$ cat src/hw/gms_pkg.sv
// Package for the gas sensor measurement sequencer: register map, fields, timing
package gms_pkg;
    // Register indices on the plain register port (byte wide data)
    localparam logic [7:0] GMS_PRESSURE_REFERENCE_HIGH = 8'h00;
    localparam logic [7:0] GMS_PRESSURE_REFERENCE_LOW = 8'h01;
    localparam logic [7:0] GMS_THRESHOLD_HIGH_BYTE = 8'h02;
    localparam logic [7:0] GMS_THRESHOLD_LOW_BYTE = 8'h03;
    localparam logic [7:0] GMS_MEAS_CFG = 8'h04;
    localparam logic [7:0] GMS_PERIOD_HIGH = 8'h05;
    localparam logic [7:0] GMS_PERIOD_LOW = 8'h06;
    localparam logic [7:0] GMS_INT_CFG = 8'h07;
    localparam logic [7:0] GMS_MEASUREMENT_STATUS_REG = 8'h08;
    localparam logic [7:0] GMS_SENSOR_STATUS_REG = 8'h09;
    localparam logic [7:0] GMS_RESULT_HIGH = 8'h0a;
    localparam logic [7:0] GMS_RESULT_LOW = 8'h0b;
    localparam logic [7:0] GMS_AUTOMATIC_BASELINE_CORRECTION_SETPOINT_HIGH = 8'h0c;
    localparam logic [7:0] GMS_AUTOMATIC_BASELINE_CORRECTION_SETPOINT_LOW = 8'h0d;
    localparam logic [7:0] GMS_RAW_SAMPLE_HIGH = 8'h0e;
    localparam logic [7:0] GMS_RAW_SAMPLE_LOW = 8'h0f;
    // Field positions in the measurement and interrupt configuration registers
    localparam int GMS_MODE_LSB = 0;
    localparam int GMS_ABC_EN_BIT = 2;
    localparam int GMS_FORCED_EN_BIT = 3;
    localparam int GMS_ALARM_EN_BIT = 0;
    // Field positions in the measurement status register
    localparam int GMS_ST_RDY_BIT = 4;
    localparam int GMS_ST_ALARM_BIT = 3;
    localparam int GMS_ST_BUSY_BIT = 0;
    // Reset values
    localparam logic [11:0] GMS_PERIOD_RESET = 12'h03c;
    localparam logic [15:0] GMS_PRESSURE_RESET = 16'h03f5;
    localparam logic [15:0] GMS_THRESHOLD_RESET = 16'h0000;
    localparam logic [15:0] GMS_SETPOINT_RESET = 16'h0190;
    // Timing
    localparam int GMS_CLK_HZ = 100_000_000;
    localparam int GMS_BAUD_HZ = 9600;
    localparam int GMS_BAUD_CYCLES = GMS_CLK_HZ / GMS_BAUD_HZ;
    localparam int GMS_PERIOD_MIN_S = 5;
    localparam int GMS_PERIOD_MAX_S = 4095;
    localparam int GMS_SEQ_CYCLES = 16;
    localparam int GMS_FORCED_COUNT = 3;
    localparam int GMS_WEEK_S = 604800;
    localparam int GMS_PRESSURE_NOMINAL = 1013;
    // Operating modes
    typedef enum logic [1:0] {
        GMS_MODE_IDLE = 2'h0,
        GMS_MODE_SINGLE = 2'h1,
        GMS_MODE_CONTINUOUS = 2'h2
    } gms_mode_t;
    // Register request bundle
    typedef struct packed {
        logic [7:0] addr;
        logic [7:0] wdata;
        logic wr;
        logic rd;
    } gms_req_t;
endpackage

$ cat src/hw/gms_sequencer.sv
// Gas sensor measurement sequencer: registers, UART responder, modes and post-processing
`timescale 1ns/100ps
module gms_sequencer #(
    parameter int CLK_HZ = gms_pkg::GMS_CLK_HZ,
    parameter int WEEK_S = gms_pkg::GMS_WEEK_S,
    parameter int BAUD_CYCLES = gms_pkg::GMS_BAUD_CYCLES
) (
    // Clock and reset
    input wire logic mclk,
    input wire logic rst_n,
    // Register port
    input wire gms_pkg::gms_req_t reg_req,
    output logic [7:0] reg_rdata,
    // UART link
    input wire logic uart_rx,
    output logic uart_tx,
    // Pins and transducer
    input wire logic measurement_disable_pin,
    input wire logic [15:0] sample_raw,
    output logic alarm_int_n,
    output logic active_q
);
    import gms_pkg::*;
    //////////////////////////////////////////////////////////////////
    // Declarations
    typedef enum logic [1:0] {GMS_S_SLEEP, GMS_S_MEASURE, GMS_S_POST} gms_state_t;
    gms_state_t state_q; // Sequencer state
    logic [1:0] mode_q; // Operating mode field
    logic abc_en_q, forced_en_q, alarm_en_q; // Configuration bits
    logic [11:0] period_q; // Continuous period in seconds
    logic [15:0] press_q, thr_q, setpoint_q; // Host references
    logic [15:0] result_q; // Stored concentration
    logic signed [16:0] offset_q; // Applied baseline offset
    logic signed [18:0] forced_acc_q; // Forced compensation sum
    logic [1:0] forced_cnt_q; // Forced sequences seen
    logic alarm_q, ready_q, pin_q, init_q; // Status and edge memory
    logic [31:0] sec_div_q; // Second divider
    logic sec_tick; // One-cycle second pulse
    logic [11:0] sec_cnt_q; // Seconds into the period
    logic [31:0] week_q; // Seconds of operation
    logic [7:0] seq_cnt_q; // Sequence duration counter
    logic rx_byte_stb; // UART byte received pulse
    logic [7:0] rx_byte; // Received byte
    logic [15:0] comp_val; // Compensated concentration
    logic [31:0] prod; // Pressure product
    logic start_req; // Sequence start request

    //////////////////////////////////////////////////////////////////
    // Helpers
    // Byte select for 16-bit registers
    function automatic logic [7:0] gms_byte(input logic [15:0] v, input logic hi);
        gms_byte = hi ? v[15:8] : v[7:0];
    endfunction

    //////////////////////////////////////////////////////////////////
    // One-second enable pulse from a divider
    always_ff @(posedge mclk) begin
        if (!rst_n || sec_div_q == 32'(CLK_HZ - 1)) begin
            sec_div_q <= 32'h0;
        end else begin
            sec_div_q <= sec_div_q + 32'h1;
        end
    end
    assign sec_tick = (sec_div_q == 32'(CLK_HZ - 1));

    //////////////////////////////////////////////////////////////////
    // UART receiver, 8N1; the device never initiates on the link
    logic [15:0] rx_cnt_q;
    logic [3:0] rx_bit_q;
    logic [7:0] rx_sh_q;
    logic rx_busy_q, rx_stb_q;
    always_ff @(posedge mclk) begin
        rx_stb_q <= 1'b0;
        if (!rst_n) begin
            rx_busy_q <= 1'b0;
            rx_cnt_q <= 16'h0;
            rx_bit_q <= 4'h0;
            rx_sh_q <= 8'h00;
        end else if (!rx_busy_q) begin
            if (!uart_rx) begin // Start bit, sample at its middle
                rx_busy_q <= 1'b1;
                rx_cnt_q <= 16'(BAUD_CYCLES / 2);
                rx_bit_q <= 4'h0;
            end
        end else if (rx_cnt_q != 16'h0) begin
            rx_cnt_q <= rx_cnt_q - 16'h1;
        end else begin
            rx_cnt_q <= 16'(BAUD_CYCLES - 1);
            rx_bit_q <= rx_bit_q + 4'h1;
            if (rx_bit_q == 4'h0 && uart_rx) begin
                rx_busy_q <= 1'b0; // False start, glitch rejected
            end else if (rx_bit_q >= 4'h1 && rx_bit_q <= 4'h8) begin
                rx_sh_q <= {uart_rx, rx_sh_q[7:1]}; // LSB first
            end else if (rx_bit_q == 4'h9) begin
                rx_busy_q <= 1'b0;
                rx_stb_q <= uart_rx; // Framing error drops the byte
            end
        end
    end
    assign rx_byte_stb = rx_stb_q;
    assign rx_byte = rx_sh_q;

    //////////////////////////////////////////////////////////////////
    // UART transmitter echoes each byte as acknowledgement; responder only
    logic [9:0] tx_sh_q;
    logic [3:0] tx_bit_q;
    logic [15:0] tx_cnt_q;
    always_ff @(posedge mclk) begin
        if (!rst_n) begin
            tx_sh_q <= 10'h3ff;
            tx_bit_q <= 4'h0;
            tx_cnt_q <= 16'h0;
            uart_tx <= 1'b1;
        end else if (tx_bit_q == 4'h0) begin
            uart_tx <= 1'b1;
            if (rx_byte_stb) begin // Only answers a received byte
                tx_sh_q <= {1'b1, rx_byte, 1'b0}; // Start, data, stop
                tx_bit_q <= 4'ha;
                tx_cnt_q <= 16'h0;
            end
        end else if (tx_cnt_q != 16'h0) begin
            tx_cnt_q <= tx_cnt_q - 16'h1;
        end else begin
            uart_tx <= tx_sh_q[0];
            tx_sh_q <= {1'b1, tx_sh_q[9:1]};
            tx_cnt_q <= 16'(BAUD_CYCLES - 1);
            tx_bit_q <= tx_bit_q - 4'h1;
        end
    end

    //////////////////////////////////////////////////////////////////
    // Host configuration writes
    always_ff @(posedge mclk) begin
        if (!rst_n) begin
            press_q <= GMS_PRESSURE_RESET;
            thr_q <= GMS_THRESHOLD_RESET;
            setpoint_q <= GMS_SETPOINT_RESET;
            period_q <= GMS_PERIOD_RESET;
            abc_en_q <= 1'b0;
            forced_en_q <= 1'b0;
            alarm_en_q <= 1'b0;
        end else begin
            if (reg_req.wr) begin
                if (reg_req.addr == GMS_PRESSURE_REFERENCE_HIGH) begin
                    press_q[15:8] <= reg_req.wdata;
                end else if (reg_req.addr == GMS_PRESSURE_REFERENCE_LOW) begin
                    press_q[7:0] <= reg_req.wdata;
                end else if (reg_req.addr == GMS_THRESHOLD_HIGH_BYTE) begin
                    thr_q[15:8] <= reg_req.wdata;
                end else if (reg_req.addr == GMS_THRESHOLD_LOW_BYTE) begin
                    thr_q[7:0] <= reg_req.wdata;
                end else if (reg_req.addr == GMS_PERIOD_HIGH) begin
                    period_q[11:8] <= reg_req.wdata[3:0];
                end else if (reg_req.addr == GMS_PERIOD_LOW) begin
                    period_q[7:0] <= reg_req.wdata;
                end else if (reg_req.addr == GMS_INT_CFG) begin
                    alarm_en_q <= reg_req.wdata[GMS_ALARM_EN_BIT];
                end else if (reg_req.addr == GMS_AUTOMATIC_BASELINE_CORRECTION_SETPOINT_HIGH) begin
                    setpoint_q[15:8] <= reg_req.wdata; // Host keeps it in range
                end else if (reg_req.addr == GMS_AUTOMATIC_BASELINE_CORRECTION_SETPOINT_LOW) begin
                    setpoint_q[7:0] <= reg_req.wdata;
                end else if (reg_req.addr == GMS_MEAS_CFG) begin
                    abc_en_q <= reg_req.wdata[GMS_ABC_EN_BIT];
                    forced_en_q <= reg_req.wdata[GMS_FORCED_EN_BIT];
                end
            end
            // Forced compensation disables itself after the third sequence
            if (state_q == GMS_S_POST && forced_en_q && forced_cnt_q == 2'(GMS_FORCED_COUNT - 1)) begin
                forced_en_q <= 1'b0;
            end
        end
    end

    //////////////////////////////////////////////////////////////////
    // Operating mode; a write during a sequence is held until it ends
    logic [1:0] mode_pend_q;
    logic mode_pend_v_q;
    always_ff @(posedge mclk) begin
        if (!rst_n) begin
            mode_q <= GMS_MODE_IDLE; // Power-up in idle
            mode_pend_q <= GMS_MODE_IDLE;
            mode_pend_v_q <= 1'b0;
        end else if (reg_req.wr && reg_req.addr == GMS_MEAS_CFG && state_q == GMS_S_MEASURE) begin
            mode_pend_q <= reg_req.wdata[GMS_MODE_LSB +: 2]; // Deferred
            mode_pend_v_q <= 1'b1;
        end else if (reg_req.wr && reg_req.addr == GMS_MEAS_CFG) begin
            mode_q <= reg_req.wdata[GMS_MODE_LSB +: 2];
        end else if (state_q == GMS_S_POST) begin
            if (mode_pend_v_q) begin
                mode_q <= mode_pend_q; // Applied at sequence end
                mode_pend_v_q <= 1'b0;
            end else if (mode_q == GMS_MODE_SINGLE) begin
                mode_q <= GMS_MODE_IDLE; // One shot done
            end
        end
    end

    //////////////////////////////////////////////////////////////////
    // Period timer and weekly operation counter
    always_ff @(posedge mclk) begin
        if (!rst_n || mode_q != GMS_MODE_CONTINUOUS || start_req) begin
            sec_cnt_q <= 12'h0;
        end else if (sec_tick) begin
            sec_cnt_q <= sec_cnt_q + 12'h1;
        end
    end
    always_ff @(posedge mclk) begin
        if (!rst_n || (state_q == GMS_S_POST && week_q >= 32'(WEEK_S))) begin
            week_q <= 32'h0;
        end else if (sec_tick) begin
            week_q <= week_q + 32'h1;
        end
    end

    //////////////////////////////////////////////////////////////////
    // Start conditions; period clamped to its legal range
    logic [11:0] period_eff;
    always_comb begin
        period_eff = period_q;
        if (period_q < 12'(GMS_PERIOD_MIN_S)) begin
            period_eff = 12'(GMS_PERIOD_MIN_S);
        end
        start_req = 1'b0;
        if (state_q == GMS_S_SLEEP) begin
            if (mode_q == GMS_MODE_CONTINUOUS && sec_cnt_q >= period_eff) begin
                start_req = 1'b1; // Internal request
            end else if (mode_q == GMS_MODE_SINGLE) begin
                start_req = 1'b1;
            end else if (mode_q != GMS_MODE_IDLE && pin_q && !measurement_disable_pin) begin
                start_req = 1'b1; // Falling edge on pin idle never measures
            end
        end
    end

    //////////////////////////////////////////////////////////////////
    // Sequencer state machine
    always_ff @(posedge mclk) begin
        if (!rst_n) begin
            state_q <= GMS_S_SLEEP;
            seq_cnt_q <= 8'h0;
        end else begin
            case (state_q)
                GMS_S_SLEEP: begin
                    if (start_req) begin
                        state_q <= GMS_S_MEASURE;
                        seq_cnt_q <= 8'(GMS_SEQ_CYCLES - 1);
                    end
                end
                GMS_S_MEASURE: begin
                    if (seq_cnt_q == 8'h0) begin
                        state_q <= GMS_S_POST;
                    end else begin
                        seq_cnt_q <= seq_cnt_q - 8'h1;
                    end
                end
                default: begin
                    state_q <= GMS_S_SLEEP; // Nothing pending, sleep
                end
            endcase
        end
    end

    //////////////////////////////////////////////////////////////////
    // Active indicator: any task wakes the core briefly
    always_ff @(posedge mclk) begin
        if (!rst_n) begin
            active_q <= 1'b0;
            pin_q <= 1'b1;
        end else begin
            pin_q <= measurement_disable_pin;
            // Receive or pin edge wakes briefly, sequence keeps awake
            active_q <= (state_q != GMS_S_SLEEP) || start_req || rx_busy_q || rx_byte_stb
                || (pin_q && !measurement_disable_pin) || tx_bit_q != 4'h0;
        end
    end

    //////////////////////////////////////////////////////////////////
    // Post-processing: pressure scaling then offset
    logic signed [17:0] with_off;
    always_comb begin
        prod = 32'(sample_raw) * 32'(GMS_PRESSURE_NOMINAL);
        if (press_q != 16'h0) begin
            prod = prod / 32'(press_q);
        end
        with_off = $signed({2'b00, prod[15:0]}) - 18'(offset_q);
        if (with_off < 0) begin
            comp_val = 16'h0;
        end else if (with_off > 18'sh0ffff) begin
            comp_val = 16'hffff;
        end else begin
            comp_val = with_off[15:0];
        end
    end

    //////////////////////////////////////////////////////////////////
    // Result store, offsets, alarm and ready
    always_ff @(posedge mclk) begin
        if (!rst_n) begin
            result_q <= 16'h0;
            offset_q <= 17'sh0;
            forced_acc_q <= 19'sh0;
            forced_cnt_q <= 2'h0;
            alarm_q <= 1'b0;
            ready_q <= 1'b0;
            init_q <= 1'b0;
            alarm_int_n <= 1'b1;
        end else begin
            init_q <= 1'b1;
            ready_q <= ready_q | init_q; // Set once start-up is done
            if (reg_req.rd && reg_req.addr == GMS_MEASUREMENT_STATUS_REG) begin
                alarm_q <= 1'b0; // Clear on read
            end
            if (state_q == GMS_S_POST) begin
                result_q <= comp_val;
                if (alarm_en_q && comp_val > thr_q) begin
                    alarm_q <= 1'b1; // Set beats clear
                end
                if (abc_en_q && week_q >= 32'(WEEK_S)) begin
                    // New baseline from drift against setpoint
                    offset_q <= offset_q + 17'($signed({1'b0, comp_val}) - $signed({1'b0, setpoint_q}));
                end
                if (forced_en_q) begin
                    if (forced_cnt_q == 2'(GMS_FORCED_COUNT - 1)) begin
                        // Average error of three runs is added to the offset
                        offset_q <= offset_q + 17'((forced_acc_q + 19'($signed({1'b0, comp_val}))
                            - 19'sd3 * 19'($signed({1'b0, setpoint_q}))) / 19'sd3);
                        forced_acc_q <= 19'sh0;
                        forced_cnt_q <= 2'h0;
                    end else begin
                        forced_acc_q <= forced_acc_q + 19'($signed({1'b0, comp_val}));
                        forced_cnt_q <= forced_cnt_q + 2'h1;
                    end
                end
            end
            alarm_int_n <= !(alarm_q && alarm_en_q);
        end
    end

    //////////////////////////////////////////////////////////////////
    // Register read port, data one cycle after the strobe
    always_ff @(posedge mclk) begin
        if (!rst_n || !reg_req.rd) begin
            reg_rdata <= 8'h00;
        end else if (reg_req.addr == GMS_PRESSURE_REFERENCE_HIGH) begin
            reg_rdata <= gms_byte(press_q, 1'b1);
        end else if (reg_req.addr == GMS_PRESSURE_REFERENCE_LOW) begin
            reg_rdata <= gms_byte(press_q, 1'b0);
        end else if (reg_req.addr == GMS_THRESHOLD_HIGH_BYTE) begin
            reg_rdata <= gms_byte(thr_q, 1'b1);
        end else if (reg_req.addr == GMS_THRESHOLD_LOW_BYTE) begin
            reg_rdata <= gms_byte(thr_q, 1'b0);
        end else if (reg_req.addr == GMS_MEAS_CFG) begin
            reg_rdata <= {4'h0, forced_en_q, abc_en_q, mode_q};
        end else if (reg_req.addr == GMS_PERIOD_HIGH) begin
            reg_rdata <= {4'h0, period_q[11:8]};
        end else if (reg_req.addr == GMS_PERIOD_LOW) begin
            reg_rdata <= period_q[7:0];
        end else if (reg_req.addr == GMS_INT_CFG) begin
            reg_rdata <= {7'h00, alarm_en_q};
        end else if (reg_req.addr == GMS_MEASUREMENT_STATUS_REG) begin
            reg_rdata <= {3'h0, ready_q, alarm_q, 2'h0, state_q != GMS_S_SLEEP};
        end else if (reg_req.addr == GMS_SENSOR_STATUS_REG) begin
            reg_rdata <= {ready_q, 7'h00};
        end else if (reg_req.addr == GMS_RESULT_HIGH) begin
            reg_rdata <= gms_byte(result_q, 1'b1);
        end else if (reg_req.addr == GMS_RESULT_LOW) begin
            reg_rdata <= gms_byte(result_q, 1'b0);
        end else if (reg_req.addr == GMS_AUTOMATIC_BASELINE_CORRECTION_SETPOINT_HIGH) begin
            reg_rdata <= gms_byte(setpoint_q, 1'b1);
        end else if (reg_req.addr == GMS_AUTOMATIC_BASELINE_CORRECTION_SETPOINT_LOW) begin
            reg_rdata <= gms_byte(setpoint_q, 1'b0);
        end else begin
            reg_rdata <= 8'h00; // Unmapped reads as zero
        end
    end
endmodule

$ cat config.mk
export PLATFORM = sky130hd
export DESIGN_NAME = gms_sequencer
export DESIGN_NICKNAME = d
export VERILOG_FILES = /design/src/hw/gms_pkg.sv /design/src/hw/gms_sequencer.sv
export SDC_FILE = /design/constraint.sdc
export NUM_CORES = 2
export LEC_CHECK = 0
export BUFFER_PORTS_ARGS = -buffer_cell sky130_fd_sc_hd__buf_4
export CAP_MARGIN = 15
export CORE_MARGIN = 4
export CORE_UTILIZATION = 35
export DETAILED_ROUTE_END_ITERATION = 16
export MAX_ROUTING_LAYER = met4
export PLACE_DENSITY_LB_ADDON = 0.15
export SETUP_SLACK_MARGIN = 0.15
export SLEW_MARGIN = 20
export SYNTH_ARGS = -nofsm -noshare
export SYNTH_HDL_FRONTEND = slang
export SYNTH_SLANG_ARGS = --single-unit
$ cat constraint.sdc
create_clock -name mclk -period 131.7 [get_ports mclk]
set_input_delay 0 -clock mclk [delete_from_list [all_inputs] [get_ports mclk]]
set_output_delay 0 -clock mclk [all_outputs]
set_load 0.02 [all_outputs]
==> results.json <==
{
  "fp.dieH_um": 366.9,
  "ys_warn_count": 0,
  "max_freq_mhz": 8.613,
  "wl_per_cell_um": 18.45,
  "status": "finished, final reports clean",
  "path_common_cell": "o21a_1",
  "gp_congestion": 0.9103,
  "hold_path_class": "primary input to register",
  "fin_crit_ns": 116.11,
  "clockBufferDepth": 3,
  "syn-mean-instance-area_um2": 7.327,
  "post_drt_via_cell_ratio": 5.668,
  "finalClockSkew_ns": 0.02616,
  "rsz0062_at_grt": "false",
  "multi_input_area_um2": 37500,
  "ys_seq_elements": 282,
  "endpoint_kind": "register",
  "area_growth_pct": 8.104,
  "routed_wl_um": 144500,
  "setup_viol": 0,
  "synthFlopType": "dfxtp_1",
  "cp_slowest_cell": "a221oi_1",
  "grt_antenna_before_repair": 8,
  "critPathKind": "register to register",
  "finalCritPeriodShare": 0.8816,
  "port_buffers": 48,
  "hold_viol_final": 0,
  "hpwl_um": 113900,
  "num_rows": 131,
  "ioPinCount": 49,
  "grt_max_degree": 83,
  "drive_gt1_frac": 0.06538,
  "first_iter_violations": 3428,
  "fillers": 13350,
  "maxSlewViolCount": 0,
  "slowest_delay_ns": 0.72,
  "async_flop_share": 0,
  "die_area_um2": 134600,
  "crit_fanout": 34,
  "first_pass_iters": 6,
  "core-area_um2": 127700,
  "cts_tree": "yes",
  "maxCapViolations": 0,
  "cp-start-kind": "register",
  "grt_use_total": 0.2124,
  "worst_pin_slew_ns": 1.073,
  "critPathTopFamily": "compound AO/OA/AOI/OAI gates",
  "regArea_um2": 5645,
  "htree_levels": 2,
  "overflow": 0,
  "worstSkewPairLatency_ns": 0.56,
  "clock-sinks": 282,
  "die_w_um": 366.9,
  "ctsResizeCount": 0,
  "path_buf_inv": 19,
  "setup_tns_ns": 0,
  "grt_pass1_wl_um": 230600,
  "start_util": 0.3531,
  "seq_area_frac_synth": 0.1252,
  "slew_headroom": 0.2771,
  "cp.arrival_ns": 116.50,
  "syn_inst": 6153,
  "cp.required_ns": 132.09,
  "synth-edff-count": 0,
  "synth_cell_types": 123,
  "antenna_left": 0,
  "dr_total_vias": 44400,
  "clkTransAtPathRegs_ns": 0.06,
  "drc": 0,
  "numCtsBuffers": 35,
  "first_global_vias": 41220,
  "synth.cell_area_um2": 45080,
  "clockRootBuffer": "clkbuf_16",
  "final_nets": 6869
}
[state kept, by name, indices dropped and copies added (netlist names), 4 cells and up]
signal        count
press_q          16
result_q         16
reg_rdata         8
tx_cnt_q         16
tx_bit_q          4
offset_q         17
setpoint_q       16
sec_div_q        32
rx_bit_q          4
period_q         12
thr_q            16
rx_byte           8
forced_acc_q     19
seq_cnt_q         8
sec_cnt_q        12
rx_cnt_q         16
week_q           32
tx_sh_q           9
[cell usage in the layout, fill, tap and decap left out, drive strengths merged, types with 17 or more instances in the layout]
cell and count:
fa 86, nor2 617, or2 79, nor4 49, xnor2 233, xor2 159
nor3b 17, nand4 72, and2 46, nor2b 65, a21boi 26, ha 606
o21a 215, o211ai 93, a21o 154, and3 55, a21oi 497, a211oi 52
mux2i 72, buf 107, nand3 150, a22oi 28, nor3 290, dfxtp 282
a31oi 65, a211o 21, nand2 619, o21bai 53, o31ai 105, a221oi 20
inv 347, clkbuf 46, o21ai 314, or3 76, o22ai 32, nand2b 54
mux2 75
[final cells by class]
cell class,count,share of cell area
diodes,8,0.0004108
well taps,1662,0.04267
multi-input cells,5346,0.7694
flip-flops and latches,282,0.1158
clock buffers,46,0.02067
clock inverters,16,0.004108
inverters,351,0.02709
repair buffers,123,0.01977
[through the flow]
stage	instance area (um^2)	std cells	setup WS, ns	util	hold slack [ns]
final	48730	7834	15.59	0.3817	0.1165
after global routing	48730	7833	5.226	0.3817	0.1298
after CTS	48710	7826	16.31	0.3815	0.06255
after detailed placement	47340	7748	16.56	0.3708	0.2849
after global placement	47340	7748	18.29	0.3708	0.2847
after floorplan	45100	6158	25.15	-	0.02772
[repair_timing]
action | CTS | global route
endpoints found under the hold margin | 89 | 0
hold buffers | 16 | 0
buffers inserted | 0 | 0
[Yosys cell counts, types with 16 or more instances]
master	count	area, um^2
a211o_1	20	175.2
a211oi_1	47	352.8
a21boi_0	25	187.7
a21o_1	153	1149
a21oi_1	495	2477
a221oi_1	20	175.2
a22oi_1	27	202.7
a31oi_1	64	400.4
and2_1	45	281.5
and3_1	54	337.8
buf_1	21	78.83
clkbuf_1	145	544.3
dfxtp_1	282	5645
fa_1	86	1722
ha_1	606	7582
inv_1	348	1306
mux2_2	74	833.3
mux2i_1	71	710.7
nand2_1	618	2320
nand2b_1	54	337.8
nand3_1	150	750.7
nand4_1	72	450.4
nor2_1	615	2308
nor2b_1	65	406.6
nor3_1	285	1426
nor3b_1	16	120.1
nor4_1	46	287.8
o211ai_1	93	698.2
o21a_1	215	1614
o21ai_0	303	1516
o21bai_1	53	397.9
o22ai_1	31	193.9
o31ai_1	104	780.8
or2_2	73	456.7
or3_1	76	475.5
xnor2_1	232	2032
xor2_1	159	1393
[worst paths after layout]
check                     startpoint                   endpoint  slack [ns]  cells after the start
max reg2reg  press_q[3]$_SDFFE_PN0P_  offset_q[16]$_SDFFE_PN0P_       15.59                    496
min reg2reg           init_q$_DFF_P_         ready_q$_SDFF_PN0_        0.43                      2
max          press_q[3]$_SDFFE_PN0P_  offset_q[16]$_SDFFE_PN0P_       15.59                    496
min                      reg_req[13]    reg_rdata[3]$_SDFF_PP0_        0.12                      6
[cells by family after synthesis]
group,share of synthesized area
adder cells (fa/ha/maj),0.2068
XOR/XNOR,0.07683
AO/OA/AOI/OAI,0.2744
buffers and inverters,0.04493
flip-flops,0.1252
other,0.00008318
multiplexers,0.03539
AND/OR/NAND/NOR,0.2364
[routing by layer]
layer  routed length, um  track usage  share of wire  vias to the layer above
met5                   0            -              0                        -
met4                2083      0.02956          0.014                        0
met3                7031      0.01970          0.049                      128
met2               62960       0.3347           0.44                      972
met1               72470       0.3015           0.50                    20790
li1                    -            -              -                    22510
[tightest hold or removal path, cell delays in order]
cell and delay (ns):
buf_4 0.10, nor2b_1 0.10, nand2_1 0.10, a2111oi_0 0.07, a21oi_1 0.11, a221oi_1 0.11
Power is left out: the tool's default activity adds up to more than one toggle a clock period on the data nets, which glitch-free logic cannot reach.
